File: src/logic/sgf_pkg.sv
package sgf_pkg;
	// fixed point: per unit values in thousandths (0.001 pu)
	localparam int          PU_W            = 16;
	localparam logic [15:0] PU_ONE          = 16'h03e8;
	localparam logic [15:0] UV_THR_MAX      = 16'h0bb8;
	localparam logic [15:0] UV_THR_RESET    = 16'h012c;
	localparam logic [15:0] WIN_UPPER_RESET = 16'h00c8;
	localparam logic [15:0] WIN_LOWER_RESET = 16'h00c8;
	localparam logic [15:0] VSUPV_MAX       = 16'h04e2;
	localparam logic [15:0] VSUPV_RESET     = 16'h01f4;
	// delays in 0.01 s steps
	localparam int          DLY_W           = 16;
	localparam logic [15:0] UV_DLY_MAX      = 16'hea60;
	localparam int          CLK_HZ          = 40000000;
	localparam int          STEP_MS         = 10;
	localparam int          STEP_CYCLES     = CLK_HZ / 1000 * STEP_MS;
	typedef enum logic [1:0] {
		SGF_TGT_SELF_RESET,
		SGF_TGT_LATCHED,
		SGF_TGT_DISABLED
	} sgf_target_e;
	typedef enum {
		SGF_IDLE,
		SGF_TIMING,
		SGF_OPERATE
	} sgf_tmr_e;
endpackage : sgf_pkg

File: src/logic/sgf_tmr_if.sv
`timescale 1ns/10ps
`default_nettype none
interface sgf_tmr_if;
	logic        cond;
	logic        clear;
	logic [15:0] delay;
	logic        tick;
	logic        operate;
	modport ctrl (output cond, output clear, output delay, output tick, input operate);
	modport tmr  (input cond, input clear, input delay, input tick, output operate);
endinterface : sgf_tmr_if
`default_nettype wire

File: src/logic/sgf_stator_ground.sv
//
// Contract
// - adaptive pickup needs ratio, complement, supervision
// - each stage compares against own pickup
// - stage operates after own delay persists
// - stage blocked unless sum exceeds supervision
// - separate settings for stage one, two
// - neutral undervoltage picks up below threshold
// - threshold 0 to 3 pu, default 0.3
// - delay 0 to 600 s, 10 ms steps
// - power inside window inhibits undervoltage
// - lower setting is window lower edge
// - zero lower edge inhibits all below upper
// - terminal voltage must exceed supervision
`timescale 1ns/10ps
`default_nettype none
module sgf_stator_ground
	import sgf_pkg::*;
#(
	parameter int STEP_DIV = STEP_CYCLES
) (
	input  wire logic        clock,
	input  wire logic        rst,
	// measured quantities, 0.001 pu
	input  wire logic [15:0] neutral_mag,
	input  wire logic [15:0] zero_seq_mag,
	input  wire logic [15:0] sum_mag,
	input  wire logic [15:0] terminal_power,
	input  wire logic [15:0] pos_seq_voltage,
	// adaptive stages, index 0 and 1
	input  wire logic [15:0] adaptive_stage_pickup [2],
	input  wire logic [15:0] adaptive_stage_delay [2],
	input  wire logic [15:0] adaptive_stage_supervision [2],
	// neutral undervoltage settings
	input  wire logic        neutral_uv_enable,
	input  wire logic [15:0] neutral_uv_threshold,
	input  wire logic [15:0] neutral_uv_delay,
	input  wire logic [15:0] inhibit_window_upper,
	input  wire logic [15:0] inhibit_window_lower,
	input  wire logic [15:0] terminal_voltage_supervision,
	input  wire logic        neutral_uv_block,
	input  wire logic [1:0]  neutral_uv_indication_mode,
	input  wire logic        neutral_uv_event_log_enable,
	input  wire logic        target_reset,
	output logic [1:0]       adaptive_pickup,
	output logic [1:0]       adaptive_operate,
	output logic             neutral_uv_pickup,
	output logic             neutral_uv_operate,
	output logic             neutral_uv_indication,
	output logic             neutral_uv_event
);
	////////////////////////////////////////////////////////////////
	// elaboration checks
	if (STEP_DIV < 1) begin : g_bad_div
		$error("step divider out of range");
	end
	if (UV_THR_RESET > UV_THR_MAX || VSUPV_RESET > VSUPV_MAX) begin : g_bad_reset
		$error("setting default above its limit");
	end
	if (UV_DLY_MAX == 16'h0000) begin : g_bad_dly
		$error("delay limit is zero");
	end

	////////////////////////////////////////////////////////////////
	// 10 ms step tick
	logic [31:0] div_cnt;
	logic        tick;

	always_ff @(posedge clock) begin
		if (rst || div_cnt == 32'(STEP_DIV - 1)) begin
			div_cnt <= 32'h00000000;
		end else begin
			div_cnt <= div_cnt + 32'h00000001;
		end
	end
	assign tick = (div_cnt == 32'(STEP_DIV - 1));

	////////////////////////////////////////////////////////////////
	// adaptive stages
	logic [31:0] lhs_n;
	logic [31:0] lhs_z;
	logic [1:0]  stage_cond;

	assign lhs_n = 32'(neutral_mag) * 32'(PU_ONE);
	assign lhs_z = 32'(zero_seq_mag) * 32'(PU_ONE);

	genvar g;
	generate
		for (g = 0; g < 2; g++) begin : g_stage
			logic [31:0] rhs_p;
			logic [31:0] rhs_c;
			logic [15:0] one_minus;
			logic        ratio_low;
			logic        comp_high;
			logic        supv_ok;
			sgf_tmr_if   st ();

			assign one_minus = (adaptive_stage_pickup[g] > PU_ONE) ? 16'h0000
			                   : PU_ONE - adaptive_stage_pickup[g];
			assign rhs_p = 32'(sum_mag) * 32'(adaptive_stage_pickup[g]);
			assign rhs_c = 32'(sum_mag) * 32'(one_minus);
			// ratio test done by cross-multiplying with the sum
			assign ratio_low     = (lhs_n < rhs_p);
			assign comp_high     = (lhs_z > rhs_c);
			assign supv_ok       = (sum_mag > adaptive_stage_supervision[g]);
			assign stage_cond[g] = ratio_low && comp_high && supv_ok;
			assign st.cond  = stage_cond[g];
			assign st.clear = 1'b0;
			assign st.delay = adaptive_stage_delay[g];
			assign st.tick  = tick;

			// per stage delay timer
			sgf_delay_timer u_tmr (
				.clock (clock),
				.rst   (rst),
				.t     (st)
			);

			always_ff @(posedge clock) begin
				if (rst) begin
					adaptive_pickup[g]  <= 1'b0;
					adaptive_operate[g] <= 1'b0;
				end else begin
					adaptive_pickup[g]  <= stage_cond[g];
					adaptive_operate[g] <= st.operate && stage_cond[g];
				end
			end
		end
	endgenerate

	////////////////////////////////////////////////////////////////
	// neutral undervoltage
	logic        uv_active;
	logic        mode_off;
	logic        uv_blocked;
	logic        above_lower;
	logic        below_upper;
	logic        in_window;
	logic        uv_low;
	logic        volt_ok;
	logic        uv_cond;
	logic [15:0] thr_eff;
	logic [15:0] dly_eff;
	logic        uv_op;
	logic        uv_op_d;
	logic        op_rise;
	logic        ind_clear;
	sgf_tmr_if   ut ();

	// threshold and delay settings beyond their range saturate
	assign thr_eff = (neutral_uv_threshold > UV_THR_MAX) ? UV_THR_MAX
	                 : neutral_uv_threshold;
	assign dly_eff = (neutral_uv_delay > UV_DLY_MAX) ? UV_DLY_MAX
	                 : neutral_uv_delay;
	assign mode_off   = (neutral_uv_indication_mode == SGF_TGT_DISABLED);
	assign uv_active  = neutral_uv_enable && !mode_off;
	assign uv_blocked = neutral_uv_block || !uv_active;

	// zero lower edge includes every power under the upper limit
	assign above_lower = (inhibit_window_lower == 16'h0000)
	                     || (terminal_power > inhibit_window_lower);
	assign below_upper = (terminal_power < inhibit_window_upper);
	assign in_window   = above_lower && below_upper;

	assign uv_low  = (neutral_mag < thr_eff);
	assign volt_ok = (pos_seq_voltage > terminal_voltage_supervision);
	assign uv_cond = !uv_blocked && uv_low && !in_window && volt_ok;

	////////////////////////////////////////////////////////////////
	// undervoltage delay timer
	assign ut.cond  = uv_cond;
	assign ut.clear = uv_blocked;
	assign ut.delay = dly_eff;
	assign ut.tick  = tick;

	sgf_delay_timer u_uv_tmr (
		.clock (clock),
		.rst   (rst),
		.t     (ut)
	);

	// operate drops with the condition
	assign uv_op   = ut.operate && uv_cond;
	assign op_rise = uv_op && !uv_op_d;

	always_ff @(posedge clock) begin
		if (rst) begin
			neutral_uv_pickup  <= 1'b0;
			neutral_uv_operate <= 1'b0;
			uv_op_d            <= 1'b0;
		end else begin
			neutral_uv_pickup  <= uv_cond;
			neutral_uv_operate <= uv_op;
			uv_op_d            <= uv_op;
		end
	end

	////////////////////////////////////////////////////////////////
	// indication: self-reset follows operate, latched holds until reset or until uv_active drops (neutral_uv_enable low or mode disabled)
	assign ind_clear = (neutral_uv_indication_mode == SGF_TGT_SELF_RESET) || target_reset;

	always_ff @(posedge clock) begin
		if (rst || !uv_active) begin
			neutral_uv_indication <= 1'b0;
		end else if (uv_op) begin
			neutral_uv_indication <= 1'b1;
		end else if (ind_clear) begin
			neutral_uv_indication <= 1'b0;
		end
	end

	////////////////////////////////////////////////////////////////
	// one-cycle event on operate rising edge
	always_ff @(posedge clock) begin
		if (rst) begin
			neutral_uv_event <= 1'b0;
		end else begin
			neutral_uv_event <= neutral_uv_event_log_enable && op_rise;
		end
	end
endmodule : sgf_stator_ground
`default_nettype wire

File: src/logic/sgf_delay_timer.sv
`timescale 1ns/10ps
`default_nettype none
module sgf_delay_timer
	import sgf_pkg::*;
(
	input  wire logic clock,
	input  wire logic rst,
	sgf_tmr_if.tmr    t
);
	sgf_tmr_e    state;
	logic [15:0] count;

	// pickup must persist for delay steps before operate
	always_ff @(posedge clock) begin
		if (rst || t.clear || !t.cond) begin
			state <= SGF_IDLE;
			count <= 16'h0000;
		end else begin
			unique case (state)
				SGF_IDLE: begin
					if (t.delay == 16'h0000) begin
						state <= SGF_OPERATE;
					end else begin
						state <= SGF_TIMING;
						count <= 16'h0000;
					end
				end
				SGF_TIMING: begin
					if (t.tick) begin
						if (count + 16'h0001 >= t.delay) begin
							state <= SGF_OPERATE;
						end
						count <= count + 16'h0001;
					end
				end
				SGF_OPERATE: begin
					state <= SGF_OPERATE;
				end
			endcase
		end
	end

	assign t.operate = (state == SGF_OPERATE);
endmodule : sgf_delay_timer
`default_nettype wire

File: config.mk
export PLATFORM = sky130hd
export DESIGN_NAME = sgf_stator_ground
export DESIGN_NICKNAME = d
export VERILOG_FILES = /design/src/logic/sgf_pkg.sv /design/src/logic/sgf_tmr_if.sv /design/src/logic/sgf_stator_ground.sv /design/src/logic/sgf_delay_timer.sv
export SDC_FILE = /design/constraint.sdc
export NUM_CORES = 2
export LEC_CHECK = 0
export BUFFER_PORTS_ARGS = -buffer_cell sky130_fd_sc_hd__buf_2
export CORE_ASPECT_RATIO = 0.6
export CORE_MARGIN = 3
export CORE_UTILIZATION = 59
export DETAILED_ROUTE_END_ITERATION = 8
export GPL_TIMING_DRIVEN = 0
export PLACE_DENSITY = 0.8
export RECOVER_POWER = 25
export SYNTH_ARGS = -nofsm -noshare
export SYNTH_HDL_FRONTEND = slang
export SYNTH_HIERARCHICAL = 1
export SYNTH_SLANG_ARGS = --single-unit
File: constraint.sdc
create_clock -name clock -period 10.4 [get_ports clock]
set_clock_uncertainty 0.05 [all_clocks]
set_input_delay 1.56 -clock clock [delete_from_list [all_inputs] [get_ports clock]]
set_output_delay 1.56 -clock clock [all_outputs]
set_load 0.02 [all_outputs]
* Word level (Yosys, flattened, before mapping) *
Index checks and enable logic that the tools add are counted.

word-level totals
  flip-flop bits (word level) = 184
  input port bits = 264
  output and inout bits = 8
  word-level logic and storage cells = 140

operators by class
  add/subtract/negate cells = 6
  multiply operators = 6
  $lt $le $gt $ge = 17
  eq/ne operators = 20
  mux-type cells = 27
  reduce and logical (&&, ||, !) cells = 49

operators with widths
  kind                    number
  $pmux 32 s3             3
  $mux 32                 6
  $mux 16                 10
  $mul 16x16->32          4
  $eq 32x1->1 const B     3
  $eq 32x2->1 const B     3
  $eq 32x3->1 const B     3
  $logic_not 32->1        3
  $pmux 16 s2             3
  $gt 16x16->1            4
  $gt 26x32->1            2
  $logic_not 16->1        4
  $lt 26x32->1            2
  $add 16x1->16 const B   3
  $ge 16x16->1            3
  $mul 16x7->23 const B   2
  $add 32x1->32 const B   1
  $eq 32x19->1 const B    1
  $gt 16x10->1 const B    2
  $lt 16x16->1            2
  $sub 10x16->16 const A  2
  $gt 16x12->1 const B    1
  $gt 16x16->1 const B    1
  $logic_and 1x1->1       14
  other kinds (11)        43

* Logic depth before layout (Yosys ltp) *
  word-level depth = 12
  mapped depth = 46
  depth with buffers taken out = 42

* Modules after synthesis *
The synthesis kept the hierarchy.

modules (own cells, without submodules)
  module             instances  cells each  area an instance (µm²)  sequential area each (µm²)
  sgf_stator_ground  1          5326        45433.6                 800.8
  sgf_delay_timer    3          189         1510.2                  360.3

* Worst setup path before layout *
Ideal clock, no wire load.

  path type = input to register
  from = in adaptive_stage_pickup[0] (netlist bit)
  to = reg g_stage[1].u_tmr.count[12]
  library setup time = 0.061 ns
  arrival time = 10.616 ns
  required time = 10.289 ns
  path slack = -0.327 ns
  cell stages on the path = 44
  buffers on the path = 4
  path through = clkbuf_1 > inv_1 > ha_1 > nand2b_1 > a21o_1 > a21o_1 > buf_6 > clkbuf_1 > nor2_1 > clkbuf_1 > nand2_1 > fa_1 > inv_1 > fa_1 > inv_1 > fa_1 > inv_1 > fa_1 > [8 not listed] > o311a_1 > a21oi_1 > o21ai_0 > nand2b_1 > xnor2_1 > ha_1 > o21a_1 > nor2_1 > a2111oi_0 > o21ai_1 > a21o_1 > a211o_1 > a311oi_1 > nand3_1 > nor3_1 > nand2_1 > nor3_1 > a22o_1

on the way
  cells in the longest elaborated chain, start to end = 8
  elaborated cells on any way between the ends = 11
  those cells by class = add/sub (1); mul (2); order compare (3); mux (1); reduce/logical (4)

ends and longest elaborated chain
  element                                                RTL line                                          text
  from (decl)                                            sgf_stator_ground.sv:31                           input wire logic [15:0] adaptive_stage_pickup [2],
  $sub 10x16->16 / $gt 16x10->1 (equally long branches)  sgf_stator_ground.sv:99, sgf_stator_ground.sv:98
  $mux 16                                                sgf_stator_ground.sv:98                           assign one_minus = (adaptive_stage_pickup[g] > PU_ONE) ? 16'h0000
  $mul 16x16->32                                         sgf_stator_ground.sv:101                          assign rhs_c = 32'(sum_mag) * 32'(one_minus);
  $gt 26x32->1                                           sgf_stator_ground.sv:104                          assign comp_high = (lhs_z > rhs_c);
  $logic_and 1x1->1 * (2 in series)                      sgf_stator_ground.sv:106                          assign stage_cond[g] = ratio_low && comp_high && supv_ok;
  named net g_stage[1].st.cond                           sgf_tmr_if.sv:4                                   logic cond;
  $logic_not 1->1 *                                      sgf_delay_timer.sv:15                             if (rst || t.clear || !t.cond) begin
  $logic_or 1x1->1 *                                     sgf_delay_timer.sv:15
  to (signal assigned)                                   sgf_delay_timer.sv:33                             count <= count + 16'h0001;
  to (decl)                                              sgf_delay_timer.sv:11                             logic [15:0] count;

Mark *: on every way through the listed nets, which the timed path passes. The rest lies on a longest branch.
A chain may end at the register's enable or synchronous reset.

* Worst setup path after layout *
  from = in adaptive_stage_pickup[1] (netlist bit)
  to = reg g_stage[1].u_tmr.state[0]

on the way
  cells in the longest elaborated chain, start to end = 8
  elaborated cells on any way between the ends = 11
  those cells by class = add/sub (1); mul (2); order compare (3); mux (1); reduce/logical (4)

ends and longest elaborated chain
  element                                                RTL line                                          text
  $sub 10x16->16 / $gt 16x10->1 (equally long branches)  sgf_stator_ground.sv:99, sgf_stator_ground.sv:98
  $mux 16                                                sgf_stator_ground.sv:98
  $mul 16x16->32                                         sgf_stator_ground.sv:101
  $gt 26x32->1                                           sgf_stator_ground.sv:104
  $logic_and 1x1->1 * (2 in series)                      sgf_stator_ground.sv:106
  named net g_stage[1].st.cond                           sgf_tmr_if.sv:4
  $logic_not 1->1 *                                      sgf_delay_timer.sv:15
  $logic_or 1x1->1 *                                     sgf_delay_timer.sv:15
  to (signal assigned)                                   sgf_delay_timer.sv:16                             state <= SGF_IDLE;
  to (signal assigned)                                   sgf_delay_timer.sv:22                             state <= SGF_OPERATE;
  to (signal assigned)                                   sgf_delay_timer.sv:24                             state <= SGF_TIMING;
  to (decl)                                              sgf_delay_timer.sv:10                             sgf_tmr_e state;

Marked as above.

==> impl_results.md <==
* Die area at 0.0883 sq mm
* Arrival time of the worst setup path at 11.39 ns
* # IOs at 272
* Grt total ovfl at 0
* Worst-Skew Late Latency at 0.36 ns
* Pwr dens at 283 mW/mm^2
* Vias in the first global route at 43600
* Vias per cell at 5.82
* Max stage delay cell, worst path: fa_2
* Reg2Reg Depth at 11
* Max IR drop VDD at 0.694 mV
* DRC viols at 0
* H-tree depth at 3
* Fin. max-slew vios at 13
* Status: finished, violations left
* First-pass GRT wire length at 244 mm
* Post-layout util at 0.681
* Largest net degree at the start of global routing at 20
* Clock slew seen by the registers of the worst setup and hold paths at 0.08 ns
* CTS root buf: clkbuf_16
* Core Area at 0.0827 sq mm
* Post-Syn Area at 0.0500 sq mm
* Worst hold start: div_cnt[0]
* Setup violations, final at 20
* RSZ-0062 raised after global routing: true
* Final setup margin at -0.749 ns
* Cell mode on critical path: fa_1
* FF-to-FF Start: g_stage[1].u_tmr/count[0]
* Rows at 81
* Critical path type: primary input to flop
* CTS sink count at 94
* Register area share after synthesis at 0.0377
* Post-synth ARST share at 0
* Hold EP: div_cnt[0]
* Setup TNS Final at -11.54 ns
* Drt pass-1 iters at 6
* Commonest cells after routing, fill and taps aside: inv_1 (1252), fa_1 (869), ha_1 (744)
* Port bufs at 255
* Leakage at 29.3 nW
* Required @ worst endpoint at 10.64 ns
* Vias after detailed routing at 43800
* R2r setup slk at 6.81 ns
* Post-route ant nets at 0
* Ys Warns at 6
* Hold-critical path depth at 1
* Synthesized flop and latch total at 94
* Mean post-synth cell area at 8.48 sq um
* Post-synth EDFFs at 0
* RR Endpoint: g_stage[1].u_tmr/state[0]
* Area leader, netlist: fa_1
* Final worst-path cycle share at 1.07
* P&R area growth vs syn at 12.6%
* WL per Instance at 21.1 um
* Initial core utilization at 0.604
* CTS tree: built
* Endpoint type of the worst setup path: flop
* Number of cells after detailed placement at 7368
* Fin cells at 7525
* Iter 0 DRT Violations at 4400
* Die width at 382 um
* Clock Path Buffers at 2
* Final Net Count at 8302
* Die height at 231 um
* Critical Path Start Type: primary input
* Fmax at 89.7 MHz
* Most common cell after layout, fill and taps aside: inv_1
* Initial antenna violation count at 22
* Slew @ Worst Pin at 1.62 ns
* CP max stage delay at 0.59 ns
* GP Congestion at 1.04
* Distinct cells, synth at 88
* Final Hold Vio Count at 0
* Post-Route WL at 159 mm
* Hold crit path type: flop to flop
* GRT Overall Usage at 0.355
* Top FF cell, synth: dfxtp_1
* Layout cells sized above 1 at 0.118
* Leading post-synthesis cells by cell area: fa_1 (35%), ha_1 (19%), inv_1 (9.6%)
* TritonCTS buffer count at 9
* Headroom to the max-slew limit at -0.0869
* Critical path peak fanout at 7
* Synth top area share at 0.354
* Mapped Cells at 5893
* Tmin final at 11.15 ns
* Worst hold slack at 0.412 ns
* Failing checks: max-capacitance violations, max-slew violations, negative setup slack
* Dpl hpwl at 131 mm
* Max cap viols at 3
Yosys cell counts (28+ instances only):
cell type / number
and2_1: 355
xnor2_1: 128
nand2_1: 716
nand4_1: 57
a21oi_1: 223
ha_1: 769
xor2_1: 89
nor2b_1: 41
nor3_1: 64
inv_1: 1274
dfxtp_1: 94
nand3_1: 70
a21o_1: 108
o21ai_0: 118
fa_1: 884
clkbuf_1: 195
nor4_1: 38
or3_1: 28
nand2b_1: 32
nor2_1: 224
cell families (layout without fill, tap and decap cells):
| logic type | count (synthesis) | count (layout) | synth area share |
|---|---|---|---|
| AO/OA/AOI/OAI | 705 | 705 | 0.0943 |
| XOR/XNOR | 217 | 217 | 0.0380 |
| adder cells (fa/ha/maj) | 1653 | 1653 | 0.547 |
| buffers and inverters | 1490 | 1887 | 0.112 |
| flip-flops | 94 | 94 | 0.0377 |
| multiplexers | 19 | 19 | 0.00381 |
| other | 2 | 117 | 0.000150 |
| AND/OR/NAND/NOR | 1713 | 1713 | 0.167 |
report_power, final:
group          total [mW]  switching, mW  internal, mW
sequential          0.362       0.000955         0.361
clock               0.338          0.167         0.171
combinational        15.2           9.29          5.94
total                15.9           9.46          6.47
per-layer routing:
metal,wire length [um],GRT usage,vias to the layer above,share of wire
met3,25200,0.158,445,0.16
li1,-,-,19400,-
met4,4660,0.0850,31,0.029
met2,61800,0.477,2499,0.39
met5,507,0.0169,-,0.0032
met1,66600,0.515,21400,0.42
cell type report:
cell class              instances  area, sq um
multi-input cells            4409        44000
fillers                      6656        26400
inverters                    1278         4830
repair buffers                391         2500
flip-flops and latches         94         1880
well taps                    1120         1400
plain buffers                 202         1320
clock buffers                   9          225
clock inverters                 7         73.8
diodes                         15         37.5
critical path, delay by kind of cell:
| kind | cells | cell delay (ns) |
|---|---|---|
| compound gates | 10 | 2.24 |
| xor+xnor | 1 | 0.10 |
| fa+ha+maj | 9 | 3.77 |
| mux | 1 | 0.13 |
| buf+inv | 14 | 1.60 |
| simple gates | 11 | 1.91 |
sequential cells by signal, summed over array words and instances, names as in the netlist:
name and count:
neutral_uv_pickup 1, adaptive_operate 2, g_stage.u_tmr/state 4, adaptive_pickup 2
div_cnt 32, uv_op_d 1, u_uv_tmr/count 16, neutral_uv_indication 1
neutral_uv_event 1, u_uv_tmr/state 2, g_stage.u_tmr/count 32
metrics by stage:
| stage | cell area [sq um] | worst slack (ns) | power (mW) |
|---|---|---|---|
| finish | 56300 | -0.749 | 15.9 |
| global route | 56300 | -0.903 | 17.4 |
| CTS | 55100 | -0.514 | 15.2 |
| detailed placement | 53100 | -3.39 | 14.4 |
| global placement | 53100 | -3.25 | 14.0 |
| floorplan | 50400 | 0.0280 | 10.2 |
timing repair:
| action | 4_1_cts | 5_1_grt |
|---|---|---|
| gates resized for setup | 312 | 275 |
| setup buffers | 72 | 61 |
| setup endpoints to repair | 40 | 40 |
| hold buffers | 0 | 0 |
| pin swaps | 98 | 128 |
| cloned | 2 | 4 |
worst max path at each step:
stage                        startpoint                         end  slack, ns  cells after the start
6_report       adaptive_stage_pickup[1]   g_stage[1].u_tmr/state[0]      -0.75                     46
5_1_grt        adaptive_stage_pickup[1]   g_stage[1].u_tmr/state[0]      -0.90                     55
4_1_cts        adaptive_stage_pickup[1]   g_stage[1].u_tmr/state[0]      -0.51                     46
3_5_place_dp   adaptive_stage_pickup[0]  g_stage[1].u_tmr/count[12]      -3.39                     42
3_3_place_gp   adaptive_stage_pickup[1]  g_stage[1].u_tmr/count[12]      -3.25                     42
2_1_floorplan  adaptive_stage_pickup[0]  g_stage[1].u_tmr/count[12]       0.03                     45
(Power assumes the default switching activity.)
